$ cat src/logic/sicl_pkg.sv
package sicl_pkg;
  localparam int SICL_DIV = 256;
  localparam int SICL_HALF = SICL_DIV / 2;
  localparam int SICL_LINE_BITS = 193;
  localparam int SICL_COUNT_BITS = 12;
  localparam int SICL_CFG_BITS = 304;
  localparam int SICL_PAD_BITS = 63;
  localparam int SICL_MBZ_LO = 0;
  localparam int SICL_MBZ_HI = 86;
  localparam int SICL_PAR_LO = 43;
  localparam int SICL_PAR_HI = 129;
  localparam int SICL_LP_FIRST = 172;
  localparam int SICL_IDX_W = 10;
  localparam logic [7:0] SICL_DIV_RESET = 8'h00;
  localparam logic [31:0] SICL_ADDR_CTRL = 32'h0000_0000;
  localparam logic [31:0] SICL_ADDR_STAT = 32'h0000_0004;
  localparam logic [31:0] SICL_ADDR_LINES = 32'h0000_0008;
  localparam logic [31:0] SICL_ADDR_CFG0 = 32'h0000_0010;
  localparam logic [1:0] SICL_OKAY = 2'b00;
  localparam logic [1:0] SICL_SLVERR = 2'b10;

  typedef enum logic [2:0] {SICL_IDLE, SICL_LINES, SICL_COUNT, SICL_CFG, SICL_PAD, SICL_DONE} sicl_state_type;

  // One cache line write toward the arrays
  typedef struct packed {
    logic [SICL_IDX_W-1:0] index;
    logic [SICL_LINE_BITS-1:0] image;
    logic mbz_error;
  } sicl_line_type;
endpackage : sicl_pkg

$ cat src/logic/sicl_loader.sv
`timescale 1ns/100ps
module sicl_loader
  import sicl_pkg::*;
(
  input wire logic aclk, // Core clock, 100 MHz
  input wire logic aresetn, // Synchronous reset, active low
  input wire logic rom_data_in, // Serial data from ROM
  output logic serial_rom_clock_out, // Divided clock to ROM
  output logic line_valid, // Line write offered to cache
  input wire logic line_ready, // Cache accepts line
  output sicl_line_type line_out, // Line payload
  output logic load_busy, // Fill in progress
  output logic load_done, // Whole stream consumed
  input wire logic [31:0] s_axi_awaddr, // AXI4-Lite write address
  input wire logic s_axi_awvalid,
  output logic s_axi_awready,
  input wire logic [31:0] s_axi_wdata,
  input wire logic [3:0] s_axi_wstrb,
  input wire logic s_axi_wvalid,
  output logic s_axi_wready,
  output logic [1:0] s_axi_bresp,
  output logic s_axi_bvalid,
  input wire logic s_axi_bready,
  input wire logic [31:0] s_axi_araddr,
  input wire logic s_axi_arvalid,
  output logic s_axi_arready,
  output logic [31:0] s_axi_rdata,
  output logic [1:0] s_axi_rresp,
  output logic s_axi_rvalid,
  input wire logic s_axi_rready
);

  sicl_state_type state;
  logic [7:0] div_cnt;
  logic [8:0] bit_cnt;
  logic [SICL_LINE_BITS-1:0] shift_reg;
  logic [SICL_COUNT_BITS-1:0] count_shift;
  logic [SICL_COUNT_BITS-1:0] lines_total;
  logic [SICL_IDX_W-1:0] next_index;
  logic [SICL_IDX_W-1:0] lines_loaded;
  logic [SICL_CFG_BITS-1:0] cfg_data;
  // Status flag stays set; line_mbz restarts per line so one bad image
  // does not mark every later line as bad too
  logic mbz_seen;
  logic line_mbz;
  logic [SICL_IDX_W-1:0] lines_loaded_pushed;
  logic stall_hold;
  logic [1:0] buf_cnt;
  sicl_line_type buf_q [2];
  logic buf_rd;
  logic buf_wr_ptr;
  logic [7:0] ctrl_tag;

  // End-of-field test shared by every phase counter
  function automatic logic is_last(input logic [8:0] cnt, input int total);
    is_last = (cnt == 9'(total - 1));
  endfunction : is_last

  // Sample point at divider midpoint, clock low in first half
  wire sample_tick = (div_cnt == 8'(SICL_HALF - 1)) && !stall_hold;
  wire active = (state != SICL_IDLE) && (state != SICL_DONE);
  wire buf_full = (buf_cnt == 2'd2);
  wire line_complete = sample_tick && (state == SICL_LINES) && is_last(bit_cnt, SICL_LINE_BITS);
  // Bits enter at the top, so a line's first bit ends up at bit zero
  wire [SICL_LINE_BITS-1:0] next_shift = {rom_data_in, shift_reg[SICL_LINE_BITS-1:1]};
  wire buf_push = line_complete;
  wire buf_pop = line_valid && line_ready;
  wire [SICL_COUNT_BITS-1:0] next_count = {rom_data_in, count_shift[SICL_COUNT_BITS-1:1]};
  wire mbz_bit_hit = (bit_cnt == 9'(SICL_MBZ_LO)) || (bit_cnt == 9'(SICL_MBZ_HI));

  // Divider free-runs while loading; held at zero on a line's last bit while the buffer is full
  always_ff @(posedge aclk) begin
    if (!aresetn) begin
      div_cnt <= SICL_DIV_RESET;
      stall_hold <= 1'b0;
    end else begin
      stall_hold <= buf_full && (state == SICL_LINES) && is_last(bit_cnt, SICL_LINE_BITS);
      if (active && !stall_hold) begin
        div_cnt <= div_cnt + 8'd1;
      end else begin
        div_cnt <= SICL_DIV_RESET;
      end
    end
  end

  // 50% duty: low for first half-period, high for second
  always_ff @(posedge aclk) begin
    if (!aresetn) begin
      serial_rom_clock_out <= 1'b0;
    end else begin
      serial_rom_clock_out <= active && div_cnt[7];
    end
  end

  // Stream sequencer; lines come first, then count, config and padding
  always_ff @(posedge aclk) begin
    if (!aresetn) begin
      state <= SICL_IDLE;
      bit_cnt <= '0;
      shift_reg <= '0;
      count_shift <= '0;
      lines_total <= '0;
      cfg_data <= '0;
      mbz_seen <= 1'b0;
      line_mbz <= 1'b0;
    end else begin
      case (state)
        SICL_IDLE: begin
          state <= SICL_LINES;
        end
        SICL_LINES: begin
          // Leave between lines, ahead of the tick, so the next serial
          // bit lands in the count field instead of a dead line slot
          if (ctrl_tag[0] && bit_cnt == '0) begin
            state <= SICL_COUNT;
          end else if (sample_tick) begin
            shift_reg <= next_shift;
            if (rom_data_in && mbz_bit_hit) begin
              mbz_seen <= 1'b1;
              line_mbz <= 1'b1;
            end else if (line_complete) begin
              line_mbz <= 1'b0;
            end
            bit_cnt <= line_complete ? 9'd0 : bit_cnt + 9'd1;
          end
        end
        SICL_COUNT: begin
          if (sample_tick) begin
            count_shift <= next_count;
            bit_cnt <= bit_cnt + 9'd1;
            if (is_last(bit_cnt, SICL_COUNT_BITS)) begin
              lines_total <= next_count;
              bit_cnt <= '0;
              state <= SICL_CFG;
            end
          end
        end
        SICL_CFG: begin
          if (sample_tick) begin
            cfg_data <= {rom_data_in, cfg_data[SICL_CFG_BITS-1:1]};
            bit_cnt <= bit_cnt + 9'd1;
            if (is_last(bit_cnt, SICL_CFG_BITS)) begin
              bit_cnt <= '0;
              state <= SICL_PAD;
            end
          end
        end
        SICL_PAD: begin
          if (sample_tick) begin
            bit_cnt <= bit_cnt + 9'd1;
            if (is_last(bit_cnt, SICL_PAD_BITS)) begin
              state <= SICL_DONE;
            end
          end
        end
        SICL_DONE: begin
          state <= SICL_DONE;
        end
        default: begin
          state <= SICL_IDLE;
        end
      endcase
    end
  end

  // Stream has no end marker for lines, so the line phase length is
  // supplied as a strap-free line budget written over the bus
  logic [SICL_IDX_W-1:0] line_budget;
  always_ff @(posedge aclk) begin
    if (!aresetn) begin
      ctrl_tag <= 8'h00;
    end else begin
      ctrl_tag[0] <= (state == SICL_LINES) && (lines_loaded_pushed == line_budget);
      ctrl_tag[7:1] <= 7'h00;
    end
  end

  // Lines queued so far; a zero budget skips the fill entirely
  always_ff @(posedge aclk) begin
    if (!aresetn) begin
      lines_loaded_pushed <= '0;
    end else if (buf_push) begin
      lines_loaded_pushed <= lines_loaded_pushed + 10'd1;
    end
  end

  // Two-entry buffer between shift register and cache write port
  always_ff @(posedge aclk) begin
    if (!aresetn) begin
      buf_cnt <= 2'd0;
      buf_rd <= 1'b0;
      buf_wr_ptr <= 1'b0;
      next_index <= '0;
      buf_q[0] <= '0;
      buf_q[1] <= '0;
    end else begin
      if (buf_push && !buf_full) begin
        buf_q[buf_wr_ptr] <= '{index: next_index, image: next_shift, mbz_error: line_mbz};
        buf_wr_ptr <= ~buf_wr_ptr;
        next_index <= next_index + 10'd1;
      end
      if (buf_pop) begin
        buf_rd <= ~buf_rd;
      end
      buf_cnt <= buf_cnt + 2'(buf_push && !buf_full) - 2'(buf_pop);
    end
  end

  // Offer stands as soon as a line is buffered; valid never waits on ready
  assign line_valid = (buf_cnt != 2'd0);
  assign line_out = buf_q[buf_rd];

  // Loaded-line count shown to software
  always_ff @(posedge aclk) begin
    if (!aresetn) begin
      lines_loaded <= '0;
    end else if (buf_pop) begin
      lines_loaded <= lines_loaded + 10'd1;
    end
  end

  // Busy covers buffered lines too, so done means the cache holds them all
  assign load_busy = active || (buf_cnt != 2'd0);
  assign load_done = (state == SICL_DONE) && (buf_cnt == 2'd0);

  // AXI4-Lite write: budget register, taken when address and data both held
  // Budget only lands before the fill starts; later writes are acknowledged but dropped
  logic aw_hold, w_hold;
  logic [31:0] aw_addr_q;
  logic [31:0] w_data_q;
  wire wr_fire = aw_hold && w_hold && !s_axi_bvalid;
  always_ff @(posedge aclk) begin
    if (!aresetn) begin
      aw_hold <= 1'b0;
      w_hold <= 1'b0;
      aw_addr_q <= '0;
      w_data_q <= '0;
      s_axi_bvalid <= 1'b0;
      s_axi_bresp <= SICL_OKAY;
      line_budget <= '0;
    end else begin
      if (s_axi_awvalid && s_axi_awready) begin
        aw_hold <= 1'b1;
        aw_addr_q <= s_axi_awaddr;
      end
      if (s_axi_wvalid && s_axi_wready) begin
        w_hold <= 1'b1;
        w_data_q <= s_axi_wdata;
      end
      if (wr_fire) begin
        aw_hold <= 1'b0;
        w_hold <= 1'b0;
        s_axi_bvalid <= 1'b1;
        s_axi_bresp <= (aw_addr_q == SICL_ADDR_LINES) ? SICL_OKAY : SICL_SLVERR;
        if (aw_addr_q == SICL_ADDR_LINES && state == SICL_IDLE) begin
          line_budget <= w_data_q[SICL_IDX_W-1:0];
        end
      end else if (s_axi_bvalid && s_axi_bready) begin
        s_axi_bvalid <= 1'b0;
      end
    end
  end
  assign s_axi_awready = !aw_hold;
  assign s_axi_wready = !w_hold;

  // AXI4-Lite read: status, count and first config word
  // Answered one cycle after the address, never stalled by the loader
  wire [31:0] rd_word =
    (s_axi_araddr == SICL_ADDR_STAT) ? {29'h0, mbz_seen, load_done, load_busy} :
    (s_axi_araddr == SICL_ADDR_LINES) ? {20'h0, lines_total} :
    (s_axi_araddr == SICL_ADDR_CTRL) ? {22'h0, lines_loaded} :
    (s_axi_araddr == SICL_ADDR_CFG0) ? cfg_data[31:0] : 32'h0;
  wire rd_ok = (s_axi_araddr == SICL_ADDR_STAT) || (s_axi_araddr == SICL_ADDR_LINES) ||
               (s_axi_araddr == SICL_ADDR_CTRL) || (s_axi_araddr == SICL_ADDR_CFG0);
  always_ff @(posedge aclk) begin
    if (!aresetn) begin
      s_axi_rvalid <= 1'b0;
      s_axi_rdata <= '0;
      s_axi_rresp <= SICL_OKAY;
    end else if (s_axi_arvalid && s_axi_arready) begin
      s_axi_rvalid <= 1'b1;
      s_axi_rdata <= rd_word;
      s_axi_rresp <= rd_ok ? SICL_OKAY : SICL_SLVERR;
    end else if (s_axi_rvalid && s_axi_rready) begin
      s_axi_rvalid <= 1'b0;
    end
  end
  assign s_axi_arready = !s_axi_rvalid;

endmodule : sicl_loader

$ cat config.mk
export PLATFORM = sky130hd
export DESIGN_NAME = sicl_loader
export DESIGN_NICKNAME = d
export VERILOG_FILES = /design/src/logic/sicl_pkg.sv /design/src/logic/sicl_loader.sv
export SDC_FILE = /design/constraint.sdc
export NUM_CORES = 2
export LEC_CHECK = 0
export BUFFER_PORTS_ARGS = -buffer_cell sky130_fd_sc_hd__buf_2
export CORE_ASPECT_RATIO = 2
export CORE_UTILIZATION = 50
export CTS_BUF_LIST = sky130_fd_sc_hd__clkbuf_8 sky130_fd_sc_hd__clkbuf_16
export CTS_CLUSTER_DIAMETER = 30
export CTS_CLUSTER_SIZE = 12
export DETAILED_ROUTE_END_ITERATION = 10
export PLACE_DENSITY_LB_ADDON = 0.1
export SYNTH_ARGS = -nofsm -noshare
export SYNTH_HDL_FRONTEND = slang
export SYNTH_SLANG_ARGS = --single-unit
$ cat constraint.sdc
create_clock -name aclk -period 17.67 [get_ports aclk]
set_input_delay 0.8835 -clock aclk [delete_from_list [all_inputs] [get_ports aclk]]
set_output_delay 0.8835 -clock aclk [all_outputs]
set_load 0.02 [all_outputs]
==> summary.txt <==
STA
  – Worst slew margin: 16.49%
  – Slew @ Worst Pin: 1.253 ns
  – Min cycle time layout: 5.089 ns
  – Count of final setup violators: 0
  – Clock skew: 0.01727 ns
  – Final Max Tran Viols: 0
  – RSZ-0062 raised after global routing: no
  – Final hold vios: 0
  – F_max: 196.5 MHz
  – Crit share post-route: 28.80%
  – Setup_tns: 0 ns

GRT
  – Antenna violations before repair: 1
  – Global route total overflow: 0
  – First-pass GRT wire length: 138600 um
  – Largest net degree at the start of global routing: 211
  – Vias in the first global route: 27270
  – Total track usage: 20.41%

Worst setup path
  – Worst setup path category: flop to flop
  – CP endpoint kind: flop
  – CP startpoint: state[0]
  – Worst path required time: 18.22 ns
  – Top cell by count, worst path: buf_4
  – R2r startpoint: state[0]
  – Worst R2R End: buf_q[0][79]
  – R2r setup slk: 12.58 ns
  – Worst-path cell chain: or3b_1 > nor4_4 > nand3_4 > nor3_4 > buf_4 > buf_4 > and2_1
  – Maximum net fanout on the critical path: 96
  – Depth of the worst register-to-register path: 7
  – Worst path max stage delay: 0.85 ns
  – Worst setup SP type: flop
  – Slowest cell on the critical path: buf_4
  – Arr. time, crit path: 5.64 ns

Floorplanning
  – Die Wd: 206.2 um
  – Io pins: 358
  – Die height: 410.3 um
  – Core box area: 0.08240 sq mm
  – Die area: 0.08459 sq mm
  – # rows: 149
  – Initial Utilization: 50.58%

Detailed routing
  – Post-DRT Antenna Nets: 0
  – WL final: 85680 um
  – Via-per-instance ratio: 5.168
  – # DRC: 0
  – First-iteration detailed-routing DRC count: 1385
  – WL/cell: 15.72 um
  – Router iterations before antenna repair: 5
  – Vias: 28170

Synth
  – Yosys Warn Count: 0
  – Primary FF master, synth: dfxtp_1
  – Post-Syn Area: 0.04168 sq mm
  – Synth area leaders: dfxtp_1 (32%), edfxtp_1 (29%), nand2_1 (10%), a21oi_1 (6.6%), and2_1 (6.2%)
  – Synth Instances: 4070
  – Distinct cells, synth: 59
  – Synth area leader: dfxtp_1
  – EDFF count, synth: 408
  – Synth top area share: 32.13%
  – Ys async rst share: 0%
  – Seq/Total Area, Yosys: 61.53%
  – Mean area per synthesized cell: 10.24 sq um
  – #FFs+latches synth: 1077

Hold path
  – Worst hold path stage count: 2
  – Hold Path Sink: s_axi_rvalid
  – Min-delay src: s_axi_rready
  – Hold/Removal Path Class: input pin to flop

Finish
  – Most frequent cells in the layout: nand2_1 (1112), dfxtp_1 (668), a21oi_1 (552), and2_1 (414), edfxtp_1 (408)
  – Max reg flops: 408
  – Syn-to-layout area delta: 15.88%
  – Most common cell after layout, fill and taps aside: nand2_1
  – Final Core Density: 58.61%
  – Final nets: 4404
  – Share of layout cells above drive strength 1: 18.44%

Pwr
  – Leak Pwr: 0.01720 uW
  – Pwr dens: 120.8 mW/mm^2
  – Maximum VDD drop: 0.09059 mV

Outcome
  – Status: finished, final reports clean

Flow run
  – MaxCap Viol Count: 0

Clock tree
  – Clock Tree Buf Depth: 3
  – Clock sink count: 1077
  – Clk root buf: clkbuf_16
  – Clk slew on worst S/H paths: 0.06 ns
  – Hold-fix buffers at CTS: 0
  – Setup Fix Bufs, Post-CTS: 0
  – Cts bufs inserted: 139
  – Post_cts resized: 0
  – CTS tree: yes
  – Htree depth: 4
  – Clock latency on the worst-skew pair: 0.70 ns

Placed design
  – RD Place Congestion: 0.8169
  – Port bufs: 329
  – Dpl hpwl: 48350 um
power breakdown:
group | internal (uW) | switching, uW
registers | 2630 | 20.0
clock network | 1750 | 1040
logic | 142 | 253
total | 4520 | 1310
per-stage QoR:
| stage | std cells | total power, uW | hold WS, ns | setup WS [ns] | cell area [sq um] |
|---|---|---|---|---|---|
| 6_report | 5450 | 5832 | 0.3696 | 12.58 | 48300 |
| 5_1_grt | 5449 | 6024 | 0.3493 | 12.20 | 48290 |
| 4_1_cts | 5449 | 5905 | 0.3137 | 12.49 | 48290 |
| 3_5_place_dp | 5203 | 3105 | 0.4414 | 12.50 | 43640 |
| 3_3_place_gp | 5203 | 3102 | 0.4352 | 12.53 | 43640 |
| 2_1_floorplan | 4071 | 2993 | 0.4316 | 0.7007 | 41680 |
logic make-up (layout without fill, tap and decap cells):
| family | count (synthesis) | after routing | share of synthesized area (%) |
|---|---|---|---|
| compound gates | 629 | 629 | 7.910 |
| xor+xnor | 51 | 51 | 1.072 |
| fa+ha+maj | 9 | 9 | 0.2642 |
| buf+inv | 296 | 617 | 3.371 |
| flops | 1077 | 1077 | 61.53 |
| mux | 245 | 245 | 6.517 |
| other cells | 1 | 3 | 0.008997 |
| simple gates | 1762 | 1762 | 19.33 |
worst max-delay path by stage:
stage	endpoint	slack, ns	cells after the start
6_report	buf_q[0][79]	12.58	7
5_1_grt	buf_q[0][63]	12.20	7
4_1_cts	buf_q[0][79]	12.49	7
3_5_place_dp	buf_q[0][79]	12.50	7
3_3_place_gp	buf_q[0][34]	12.53	7
2_1_floorplan	buf_q[1][0]	0.70	6
cells in the mapped netlist, types with 9 or more instances:
| library cell | instances |
|---|---|
| nand2_1 | 1112 |
| dfxtp_1 | 669 |
| a21oi_1 | 552 |
| and2_1 | 414 |
| edfxtp_1 | 408 |
| mux2_2 | 211 |
| clkbuf_1 | 177 |
| nor2_1 | 98 |
| buf_2 | 54 |
| mux2i_1 | 34 |
| o21ai_0 | 29 |
| xnor2_1 | 28 |
| xor2_1 | 23 |
| nand3_1 | 22 |
| nand4_1 | 22 |
| buf_4 | 21 |
| a22o_1 | 20 |
| nor4_1 | 20 |
| buf_6 | 18 |
| inv_1 | 12 |
| nor3_1 | 12 |
| clkbuf_2 | 10 |
| or3_1 | 9 |
routing by layer:
metal	vias up	global-route usage (%)	part of all wire [%]
met5	-	0	0.012
met4	2	8.494	3.0
met3	147	3.413	4.7
met2	591	36.33	51
met1	13360	23.91	41
li1	14070	-	-
critical path, delay by kind of cell (launching register included):
family	cells	cell delay, ns
AND/OR/NAND/NOR	5	2.55
flip-flops	1	0.63
buffers and inverters	2	1.69
cell type report:
| cell class | instances | area [sq um] |
|---|---|---|
| inverters | 12 | 52.55 |
| fillers | 7229 | 34110 |
| flip-flops and latches | 1077 | 25650 |
| clock inverters | 88 | 842.1 |
| diodes | 1 | 2.502 |
| repair buffers | 359 | 1922 |
| clock buffers | 158 | 3807 |
| multi-input cells | 2698 | 14700 |
| well taps | 1057 | 1323 |
(Power assumes the default switching activity.)
